### src/hside_consts.svh
// constants for the isochronous descriptor engine: ram mapping, codes, limits
// assumes inclusion by the engine module and by the testbench
`ifndef HSIDE_CONSTS_SVH
`define HSIDE_CONSTS_SVH
`define HSIDE_RAM_BASE 16'h0400
`define HSIDE_RAM_SHIFT 3
`define HSIDE_TOKEN_OUT 2'h0
`define HSIDE_TOKEN_IN 2'h1
`define HSIDE_KIND_ISO 2'h1
`define HSIDE_MAX_PKT 11'h400
`define HSIDE_MAX_BYTES 15'h5000
`define HSIDE_UFRAMES 8
`endif

### src/hside_pkg.sv
// types for the isochronous descriptor engine
// widths and state codes written out here; hside_consts.svh is not used
package hside_pkg;
    // decoded descriptor words as software leaves them
    typedef struct packed {
        logic split_sel;
        logic [1:0] endpoint_kind;
        logic [1:0] token;
        logic [6:0] dev_addr;
        logic [3:0] endpoint_number;
        logic [1:0] mult;
        logic [10:0] packet_size_limit;
        logic [14:0] bytes_requested_count;
        logic [15:0] buffer_start_ptr;
        logic [4:0] frame_num;
        logic [7:0] microframe_activation_mask;
    } hside_desc_t;
    // one packet request to the bus engine
    typedef struct packed {
        logic split_sel;
        logic [1:0] token;
        logic [6:0] dev_addr;
        logic [3:0] endpoint_number;
        logic [15:0] ram_addr;
        logic [10:0] length;
    } hside_pkt_t;
    // answer of the bus engine for one packet
    typedef struct packed {
        logic stall;
        logic xact_err;
        logic babble;
        logic underrun;
        logic [10:0] bytes;
    } hside_res_t;
    typedef enum logic [3:0] {
        HS_IDLE = 4'h1,
        HS_ISSUE = 4'h2,
        HS_WAIT = 4'h4,
        HS_DONE = 4'h8
    } hside_state_t;
    typedef struct packed {
        hside_state_t state;
        logic [2:0] uframe;
        logic [1:0] pkts_left;
        logic [14:0] bytes_done;
        logic [14:0] bytes_left;
        logic [15:0] ptr;
        logic [2:0] ustat_acc;
        logic halt;
        logic valid;
        logic [7:0] mask;
        logic [23:0] ustat;
        logic [3:0] irq_stat;
        logic [3:0] irq_en;
        logic [31:0] rdata;
    } hside_st_t;
endpackage

### src/hside_engine.sv
// isochronous descriptor engine: decodes one high-speed iso descriptor,
// issues packets per microframe and writes back count, halt, valid, status
// assumes a bus engine answering each packet request with one result pulse
//
// What this block does
// - stall sets halt and clears valid together
// - babble flag never reported for iso
// - write back fifteen bit bytes done
// - intermediate counts stored while packets pending
// - buffer pointer is cpu address less 400h over 8
// - frame taken from top five bits
// - split bit selects high speed or split
// - token 00 out, 01 in; kind iso
// - tokens go to seven bit address
// - endpoint number split across two words
// - multiplier limits packets per microframe
// - valid cleared after execution or fatal error
// - active microframes only, bit cleared after
// - microframe status error, babble, underrun bits
//
// Our own choices: strobed register access and the address map.
`timescale 1ns/1ns
`include "hside_consts.svh"
module hside_engine (
    input wire logic clk_in,
    input wire logic rst_n_in,
    input wire logic [63:0] dw0_in,
    input wire logic [63:0] dw1_in,
    input wire logic valid_set_in,
    input wire logic [4:0] bus_frame_in,
    input wire logic [2:0] bus_uframe_in,
    input wire logic sof_in,
    input wire logic pkt_ready_in,
    output logic pkt_valid_out,
    output hside_pkg::hside_pkt_t pkt_out,
    input wire logic res_valid_in,
    input wire hside_pkg::hside_res_t res_in,
    output logic [14:0] bytes_done_count_out,
    output logic halt_out,
    output logic babble_out,
    output logic valid_out,
    output logic [7:0] microframe_activation_mask_out,
    output logic [23:0] microframe_result_out,
    output logic desc_error_out,
    input wire logic [3:0] reg_addr_in,
    input wire logic [31:0] reg_wdata_in,
    input wire logic reg_wr_in,
    input wire logic reg_rd_in,
    output logic [31:0] reg_rdata_out,
    output logic irq_out
);
    // register map: status(ro) 0, clear(wo) 1, enable 2, engine state 3
    localparam logic [3:0] REG_STAT = 4'h0;
    localparam logic [3:0] REG_CLR = 4'h1;
    localparam logic [3:0] REG_EN = 4'h2;
    localparam logic [3:0] REG_INFO = 4'h3;
    // irq bits: 0 done, 1 halt, 2 any microframe status bit (error, babble, underrun), 3 descriptor error
    hside_pkg::hside_desc_t d;
    hside_pkg::hside_st_t s_reg, s_next;
    logic desc_ok;
    logic frame_hit;
    logic [3:0] ev;

    // ram_ptr passes a ram word pointer through unchanged; cpu_to_ram maps a cpu byte address to a ram word pointer
    function automatic logic [15:0] ram_ptr(input logic [15:0] p);
        ram_ptr = p;
    endfunction
    function automatic logic [15:0] cpu_to_ram(input logic [18:0] a);
        logic [18:0] t;
        t = a - {3'h0, `HSIDE_RAM_BASE};
        cpu_to_ram = t[18:3];
    endfunction

    always_comb begin
        d.split_sel = dw1_in[46];
        d.endpoint_kind = dw1_in[45:44];
        d.token = dw1_in[43:42];
        d.dev_addr = dw1_in[41:35];
        d.endpoint_number = {dw1_in[34:32], dw0_in[31]};
        d.mult = dw0_in[30:29];
        d.packet_size_limit = dw0_in[28:18];
        d.bytes_requested_count = dw0_in[17:3];
        d.buffer_start_ptr = dw1_in[23:8];
        d.frame_num = dw1_in[7:3];
        d.microframe_activation_mask = s_reg.mask;
    end

    // rejects non-iso kinds, reserved tokens, zero mult and bad sizes
    assign desc_ok = d.endpoint_kind == `HSIDE_KIND_ISO
        && (d.token == `HSIDE_TOKEN_OUT || d.token == `HSIDE_TOKEN_IN)
        && d.mult != 2'h0
        && d.packet_size_limit <= `HSIDE_MAX_PKT
        && d.bytes_requested_count != 15'h0
        && d.bytes_requested_count <= `HSIDE_MAX_BYTES;
    assign frame_hit = bus_frame_in == d.frame_num;

    always_comb begin
        logic [10:0] len;
        logic [2:0] st;
        len = 11'h0;
        st = 3'h0;
        s_next = s_reg;
        ev = 4'h0;
        s_next.rdata = 32'h0;
        unique case (s_reg.state)
            hside_pkg::HS_IDLE: begin
                if (s_reg.valid && sof_in && frame_hit
                        && s_reg.mask[bus_uframe_in]) begin
                    if (!desc_ok) begin
                        s_next.valid = 1'b0;
                        ev[3] = 1'b1;
                    end else begin
                        s_next.uframe = bus_uframe_in;
                        s_next.pkts_left = d.mult;
                        s_next.ustat_acc = 3'h0;
                        s_next.state = hside_pkg::HS_ISSUE;
                    end
                end
            end
            hside_pkg::HS_ISSUE: begin
                if (pkt_ready_in) begin
                    s_next.state = hside_pkg::HS_WAIT;
                end
            end
            hside_pkg::HS_WAIT: begin
                if (res_valid_in) begin
                    len = res_in.bytes > d.packet_size_limit ?
                        d.packet_size_limit : res_in.bytes;
                    // intermediate count kept between packets
                    s_next.bytes_done = s_reg.bytes_done
                        + {4'h0, len};
                    s_next.bytes_left = s_reg.bytes_left > {4'h0, len} ?
                        s_reg.bytes_left - {4'h0, len} : 15'h0;
                    s_next.ptr = s_reg.ptr + {5'h0, len[10:3]}
                        + {15'h0, |len[2:0]};
                    s_next.pkts_left = s_reg.pkts_left - 2'h1;
                    st = {res_in.underrun
                        && d.token == `HSIDE_TOKEN_OUT,
                        res_in.babble && d.token == `HSIDE_TOKEN_IN,
                        res_in.xact_err};
                    s_next.ustat_acc = s_reg.ustat_acc | st;
                    if (res_in.stall) begin
                        s_next.halt = 1'b1;
                        s_next.valid = 1'b0;
                        ev[1] = 1'b1;
                        s_next.state = hside_pkg::HS_DONE;
                    end else if (s_reg.pkts_left == 2'h1 || st[0]
                            || len < d.packet_size_limit
                            || s_next.bytes_left == 15'h0) begin
                        s_next.state = hside_pkg::HS_DONE;
                    end else begin
                        s_next.state = hside_pkg::HS_ISSUE;
                    end
                end
            end
            hside_pkg::HS_DONE: begin
                s_next.mask[s_reg.uframe] = 1'b0;
                s_next.ustat[s_reg.uframe*3 +: 3] = s_reg.ustat_acc;
                ev[2] = |s_reg.ustat_acc;
                if (s_next.mask == 8'h0 || s_reg.bytes_left == 15'h0) begin
                    s_next.valid = 1'b0;
                    ev[0] = 1'b1;
                end
                s_next.state = hside_pkg::HS_IDLE;
            end
            default: s_next.state = hside_pkg::HS_IDLE;
        endcase
        // software arms the descriptor; fields reload from the words
        if (valid_set_in && s_reg.state == hside_pkg::HS_IDLE) begin
            s_next.valid = 1'b1;
            s_next.halt = 1'b0;
            s_next.bytes_done = 15'h0;
            s_next.bytes_left = d.bytes_requested_count;
            s_next.ptr = ram_ptr(d.buffer_start_ptr);
            s_next.mask = dw1_in[63:56] == 8'h0 ? 8'hff : dw1_in[63:56];
            s_next.ustat = 24'h0;
        end
        // set wins over a clear in the same cycle
        if (reg_wr_in && reg_addr_in == REG_CLR) begin
            s_next.irq_stat = s_reg.irq_stat & ~reg_wdata_in[3:0];
        end
        s_next.irq_stat = s_next.irq_stat | ev;
        if (reg_wr_in && reg_addr_in == REG_EN) begin
            s_next.irq_en = reg_wdata_in[3:0];
        end
        if (reg_rd_in) begin
            unique case (reg_addr_in)
                REG_STAT: s_next.rdata = {28'h0, s_reg.irq_stat};
                REG_EN: s_next.rdata = {28'h0, s_reg.irq_en};
                REG_INFO: s_next.rdata = {s_reg.state, s_reg.halt,
                    s_reg.valid, s_reg.uframe, s_reg.mask,
                    s_reg.bytes_done};
                default: s_next.rdata = 32'h0;
            endcase
        end
    end

    always_ff @(posedge clk_in or negedge rst_n_in) begin
        if (!rst_n_in) begin
            s_reg <= '{state: hside_pkg::HS_IDLE, default: '0};
        end else begin
            s_reg <= s_next;
        end
    end

    assign pkt_valid_out = s_reg.state == hside_pkg::HS_ISSUE;
    assign pkt_out = '{split_sel: d.split_sel, token: d.token,
        dev_addr: d.dev_addr, endpoint_number: d.endpoint_number,
        ram_addr: s_reg.ptr,
        length: s_reg.bytes_left < {4'h0, d.packet_size_limit} ?
            s_reg.bytes_left[10:0] : d.packet_size_limit};
    assign bytes_done_count_out = s_reg.bytes_done;
    assign halt_out = s_reg.halt;
    assign babble_out = 1'b0;
    assign valid_out = s_reg.valid;
    assign microframe_activation_mask_out = s_reg.mask;
    assign microframe_result_out = s_reg.ustat;
    assign desc_error_out = s_reg.irq_stat[3];
    assign reg_rdata_out = s_reg.rdata;
    assign irq_out = |(s_reg.irq_stat & s_reg.irq_en);

    property p_stall_halt;
        @(posedge clk_in) disable iff (!rst_n_in)
        s_reg.state == hside_pkg::HS_WAIT && res_valid_in && res_in.stall
        |=> halt_out && !valid_out;
    endproperty
    a_stall_halt: assert property (p_stall_halt)
        else $error("stall did not halt and invalidate");
    property p_no_babble;
        @(posedge clk_in) disable iff (!rst_n_in) !babble_out;
    endproperty
    a_no_babble: assert property (p_no_babble)
        else $error("babble reported for iso");
    property p_count_adds;
        @(posedge clk_in) disable iff (!rst_n_in)
        s_reg.state == hside_pkg::HS_WAIT && res_valid_in && !valid_set_in
        && res_in.bytes <= d.packet_size_limit
        |=> bytes_done_count_out == $past(bytes_done_count_out)
            + 15'($past(res_in.bytes));
    endproperty
    a_count_adds: assert property (p_count_adds)
        else $error("byte count not accumulated");
    property p_pkt_fields;
        @(posedge clk_in) disable iff (!rst_n_in)
        pkt_valid_out |-> pkt_out.dev_addr == dw1_in[41:35]
            && pkt_out.endpoint_number == {dw1_in[34:32], dw0_in[31]}
            && pkt_out.split_sel == dw1_in[46];
    endproperty
    a_pkt_fields: assert property (p_pkt_fields)
        else $error("packet address fields wrong");
    property p_pkt_len;
        @(posedge clk_in) disable iff (!rst_n_in)
        pkt_valid_out |-> pkt_out.length <= d.packet_size_limit;
    endproperty
    a_pkt_len: assert property (p_pkt_len)
        else $error("packet exceeds size limit");
    property p_wrong_frame;
        @(posedge clk_in) disable iff (!rst_n_in)
        s_reg.state == hside_pkg::HS_IDLE && !frame_hit
        |=> s_reg.state == hside_pkg::HS_IDLE;
    endproperty
    a_wrong_frame: assert property (p_wrong_frame)
        else $error("issued in wrong frame");
    property p_mask_clear;
        @(posedge clk_in) disable iff (!rst_n_in)
        s_reg.state == hside_pkg::HS_DONE && !valid_set_in
        |=> !microframe_activation_mask_out[$past(s_reg.uframe)];
    endproperty
    a_mask_clear: assert property (p_mask_clear)
        else $error("activation bit not cleared");
    property p_mult_bound;
        @(posedge clk_in) disable iff (!rst_n_in)
        s_reg.state != hside_pkg::HS_IDLE |-> s_reg.pkts_left <= d.mult;
    endproperty
    a_mult_bound: assert property (p_mult_bound)
        else $error("packets exceed multiplier");
    property p_done_valid;
        @(posedge clk_in) disable iff (!rst_n_in)
        s_reg.state == hside_pkg::HS_DONE && s_next.mask == 8'h0
        && !valid_set_in |=> !valid_out ##1 !valid_out || valid_set_in;
    endproperty
    a_done_valid: assert property (p_done_valid)
        else $error("valid kept after execution");
endmodule // hside_engine

### config.mk
export PLATFORM = sky130hd
export DESIGN_NAME = hside_engine
export DESIGN_NICKNAME = d
export VERILOG_FILES = /design/src/hside_pkg.sv /design/src/hside_engine.sv
export VERILOG_INCLUDE_DIRS = /design/src
export SDC_FILE = /design/constraint.sdc
export NUM_CORES = 1
export LEC_CHECK = 0
export ABC_AREA = 1
export BUFFER_PORTS_ARGS = -buffer_cell sky130_fd_sc_hd__buf_2
export CAP_MARGIN = 0
export CORE_AREA = 2 2 140 142
export DETAILED_ROUTE_END_ITERATION = 8
export DIE_AREA = 0 0 142 144
export PLACE_DENSITY = 0.84
export SLEW_MARGIN = 5
export SYNTH_ARGS = -nofsm -noshare
export SYNTH_HDL_FRONTEND = slang
export SYNTH_SLANG_ARGS = --single-unit
### constraint.sdc
create_clock -name clk_in -period 2.95 [get_ports clk_in]
set_input_delay 0.4425 -clock clk_in [delete_from_list [all_inputs] [get_ports clk_in]]
set_output_delay 0.4425 -clock clk_in [all_outputs]
set_load 0.005 [all_outputs]
==> results_dict.tcl <==
set metrics [dict create \
    clk_latency_ns 0.43 \
    ios 321 \
    regArea_um2 3304 \
    maxSlewViolCount 0 \
    drtAntennaViolNets 0 \
    finalCritPeriodShare 1.141 \
    grt_pass1_wl_mm 45.99 \
    rsz0062_at_grt "yes" \
    ys_seq_area_frac 0.3411 \
    cp_slowest_cell "fa_2" \
    routabilityCongestion 0.9424 \
    violations "setup timing" \
    antenna_found_initial 0 \
    drt_iter0_drc 755 \
    min_period_ns 3.367 \
    syn_nets 1591 \
    vias 9796 \
    crit_path_end_kind "flop" \
    dieArea_um2 20450 \
    outcome "complete, but fails checks" \
    final.setup.tns_ns -3.954 \
    synthFlopType "dfrtp_1" \
    max_slew_margin 0.5722 \
    place_ws_ns -0.9463 \
    clk_pin_slew_ns 0.07 \
    finalSetupViolations 26 \
    critPathKind "input pin to flop" \
    synth_fa_ha_area_frac 0.09352 \
    synth_mux_area_frac 0 \
    setup_slack_ns -0.4171 \
    synthCells 1326 \
    first_pass_iters 5 \
    power.density_nw_per_um2 477.9 \
    largest_register_ffs 34 \
    grt_pass1_vias 9252 \
    worst_slew_pin_slew_ns 0.6417 \
    die_w_um 142 \
    cts.sinks 132 \
    wl_mm 30.36 \
    nets 1810 \
    max_freq_mhz 297.0 \
    ys_types 50 \
    synth-simple-area-share 0.2476 \
    core_um2 19080 \
    critPathMaxStageDelay_ns 0.36 \
    ys_warn_count 0 \
    synth.cell_area_um2 9687 \
    cp.arrival_ns 3.66 \
    groute.usage.overall 0.2854 \
    holdWs_ns 0.01267 \
    path_common_cell "nand2_1" \
    dp_hpwl_mm 22.43 \
    start_util 0.5077 \
    peakVddDrop_mv 0.4181 \
    portBuffers 212 \
    synth-edff-count 0 \
    cts.root.buffer_cell "clkbuf_16" \
    synth-compound-area-share 0.1354 \
    power_uw 5873 \
    die-height_um 144 \
    cp_max_fo 8 \
    overflow 0 \
    crit_path_start_kind "input pin" \
    cts_tree "yes" \
    drcViolationCount 0 \
    vias_per_cell 5.454 \
    synth_xor_xnor_area_share 0.01266 \
    p_leak_uw 0.006447 \
    cp.required_ns 3.25 \
    wire_per_inst_um 16.91 \
    skew_ns 0.01160 \
    hold_path_class "input pin to async pin" \
    rows 51 \
    numCtsBuffers 17 \
    area_growth_pct 26.85 \
    synth_top_family_by_area "simple AND/OR/NAND/NOR gates" \
    final-hold-violation-count 0 \
    layout-drive-gt1-share 0.3164 \
    multi_input_area_um2 5283 \
    h-tree-depth 4 \
    syn_avg_cell_area_um2 7.305 \
    ys_seq_elements 132 \
    r2r_cells 17 \
    grt_max_degree 70 \
    maxCapViolations 0 \
    synthArstFlopShare 1.000 \
    cts_max_path_buffers 2 \
    antenna_cells 0 \
    fillCellCount 1573 \
]
-- repair_timing --
action	CTS	global route
setup buffers	4	10
pin swaps	36	26
gates resized for setup	42	87
setup endpoints to repair	29	37
hold buffers	0	0
-- logic make-up after synthesis --
| family | Yosys count |
|---|---|
| simple gates | 558 |
| compound gates | 231 |
| xor+xnor | 14 |
| flops | 132 |
| buf+inv | 320 |
| fa+ha+maj | 70 |
| other cells | 1 |
-- power by group --
part	leakage (µW)	switching, µW	internal, µW
Combinational	0.00443	1000	817
Sequential	0.00173	96.3	1890
Clock	0.000283	941	1130
-- layout make-up --
class / instances / share of cell area
multi-input combinational: 874 / 0.4299
sequential: 132 / 0.2689
timing repair buffer: 338 / 0.1731
inverter: 182 / 0.05661
clock buffer: 17 / 0.03462
tap: 238 / 0.02423
clock inverter: 15 / 0.01263
-- synthesized netlist by cell type, drive strengths merged (3+ instances only) --
master	number	share of area
a31oi	3	0.0019
o21ai	111	0.057
ha	66	0.085
clkbuf	14	0.0054
nand4	21	0.014
o221ai	9	0.0081
o22ai	5	0.0032
xnor2	3	0.0027
buf	124	0.093
o211ai	21	0.016
or2	3	0.0019
nor2	97	0.039
inv	180	0.070
nor3	18	0.012
nand3b	4	0.0031
nand2	304	0.12
a21oi	66	0.034
nor4	7	0.0045
dfrtp	131	0.34
and2	4	0.0026
nand3	99	0.052
xor2	11	0.0099
fa	4	0.0083
-- critical path, delay by kind of cell --
| family | cells | cell delay (ns) |
|---|---|---|
| AOI/OAI and AO/OA | 8 | 0.74 |
| buffers and inverters | 3 | 0.31 |
| and+or+nand+nor | 11 | 1.19 |
| adders and majority gates | 3 | 0.98 |
-- cells in the final DEF, fill, tap and decap left out, types with 8 or more instances in the layout --
cell,netlist,layout
ha_4,0,18
buf_4,111,113
o21ai_2,0,8
a21oi_1,65,52
clkbuf_16,0,17
nor3_1,15,12
inv_2,6,19
nand2_2,2,14
nand3_1,98,90
nand2_1,302,289
a21oi_2,1,11
nand4_1,21,21
xor2_1,11,10
nand3_2,1,9
nor2_2,2,8
nor2_1,94,87
dfrtp_1,131,131
o221ai_1,9,9
o21ai_1,7,21
inv_1,174,157
o21ai_0,104,79
o211ai_1,21,21
buf_2,12,206
buf_6,1,14
ha_1,66,44
-- metrics by stage --
step | cell area, µm² | std cells | util
after CTS | 11890 | 1788 | 0.6231
after global placement | 11100 | 1753 | 0.5819
after floorplan | 9813 | 1326 | -
final | 12290 | 1796 | 0.6440
after global routing | 12290 | 1796 | 0.6440
after detailed placement | 11100 | 1753 | 0.5819
-- worst paths after layout --
check	start	end	slack, ns
worst min-delay path	rst_n_in	microframe_result_out[16]$_DFFE_PN0P_	0.01
worst min register to register	microframe_result_out[5]$_DFFE_PN0P_	microframe_result_out[5]$_DFFE_PN0P_	0.51
min in group clk_in	dw1_in[15]	pkt_out[18]$_DFFE_PN0P_	0.25
max in group asynchronous	rst_n_in	bytes_done_count_out[10]$_DFFE_PN0P_	2.17
worst max-delay path	dw0_in[20]	pkt_out[19]$_DFFE_PN0P_	-0.42
worst max register to register	s_reg[93]$_DFFE_PN0P_	s_reg[129]$_DFFE_PN0P_	0.43
-- metal layers --
layer / global-route usage / part of all wire / vias to the layer above
li1: - / - / 4692
met1: 0.3608 / 0.40 / 4593
met2: 0.4778 / 0.48 / 436
met3: 0.05927 / 0.077 / 75
met4: 0.1189 / 0.038 / 0
met5: 0 / 0 / -
Note: power is estimated with default switching activity, not from simulation.
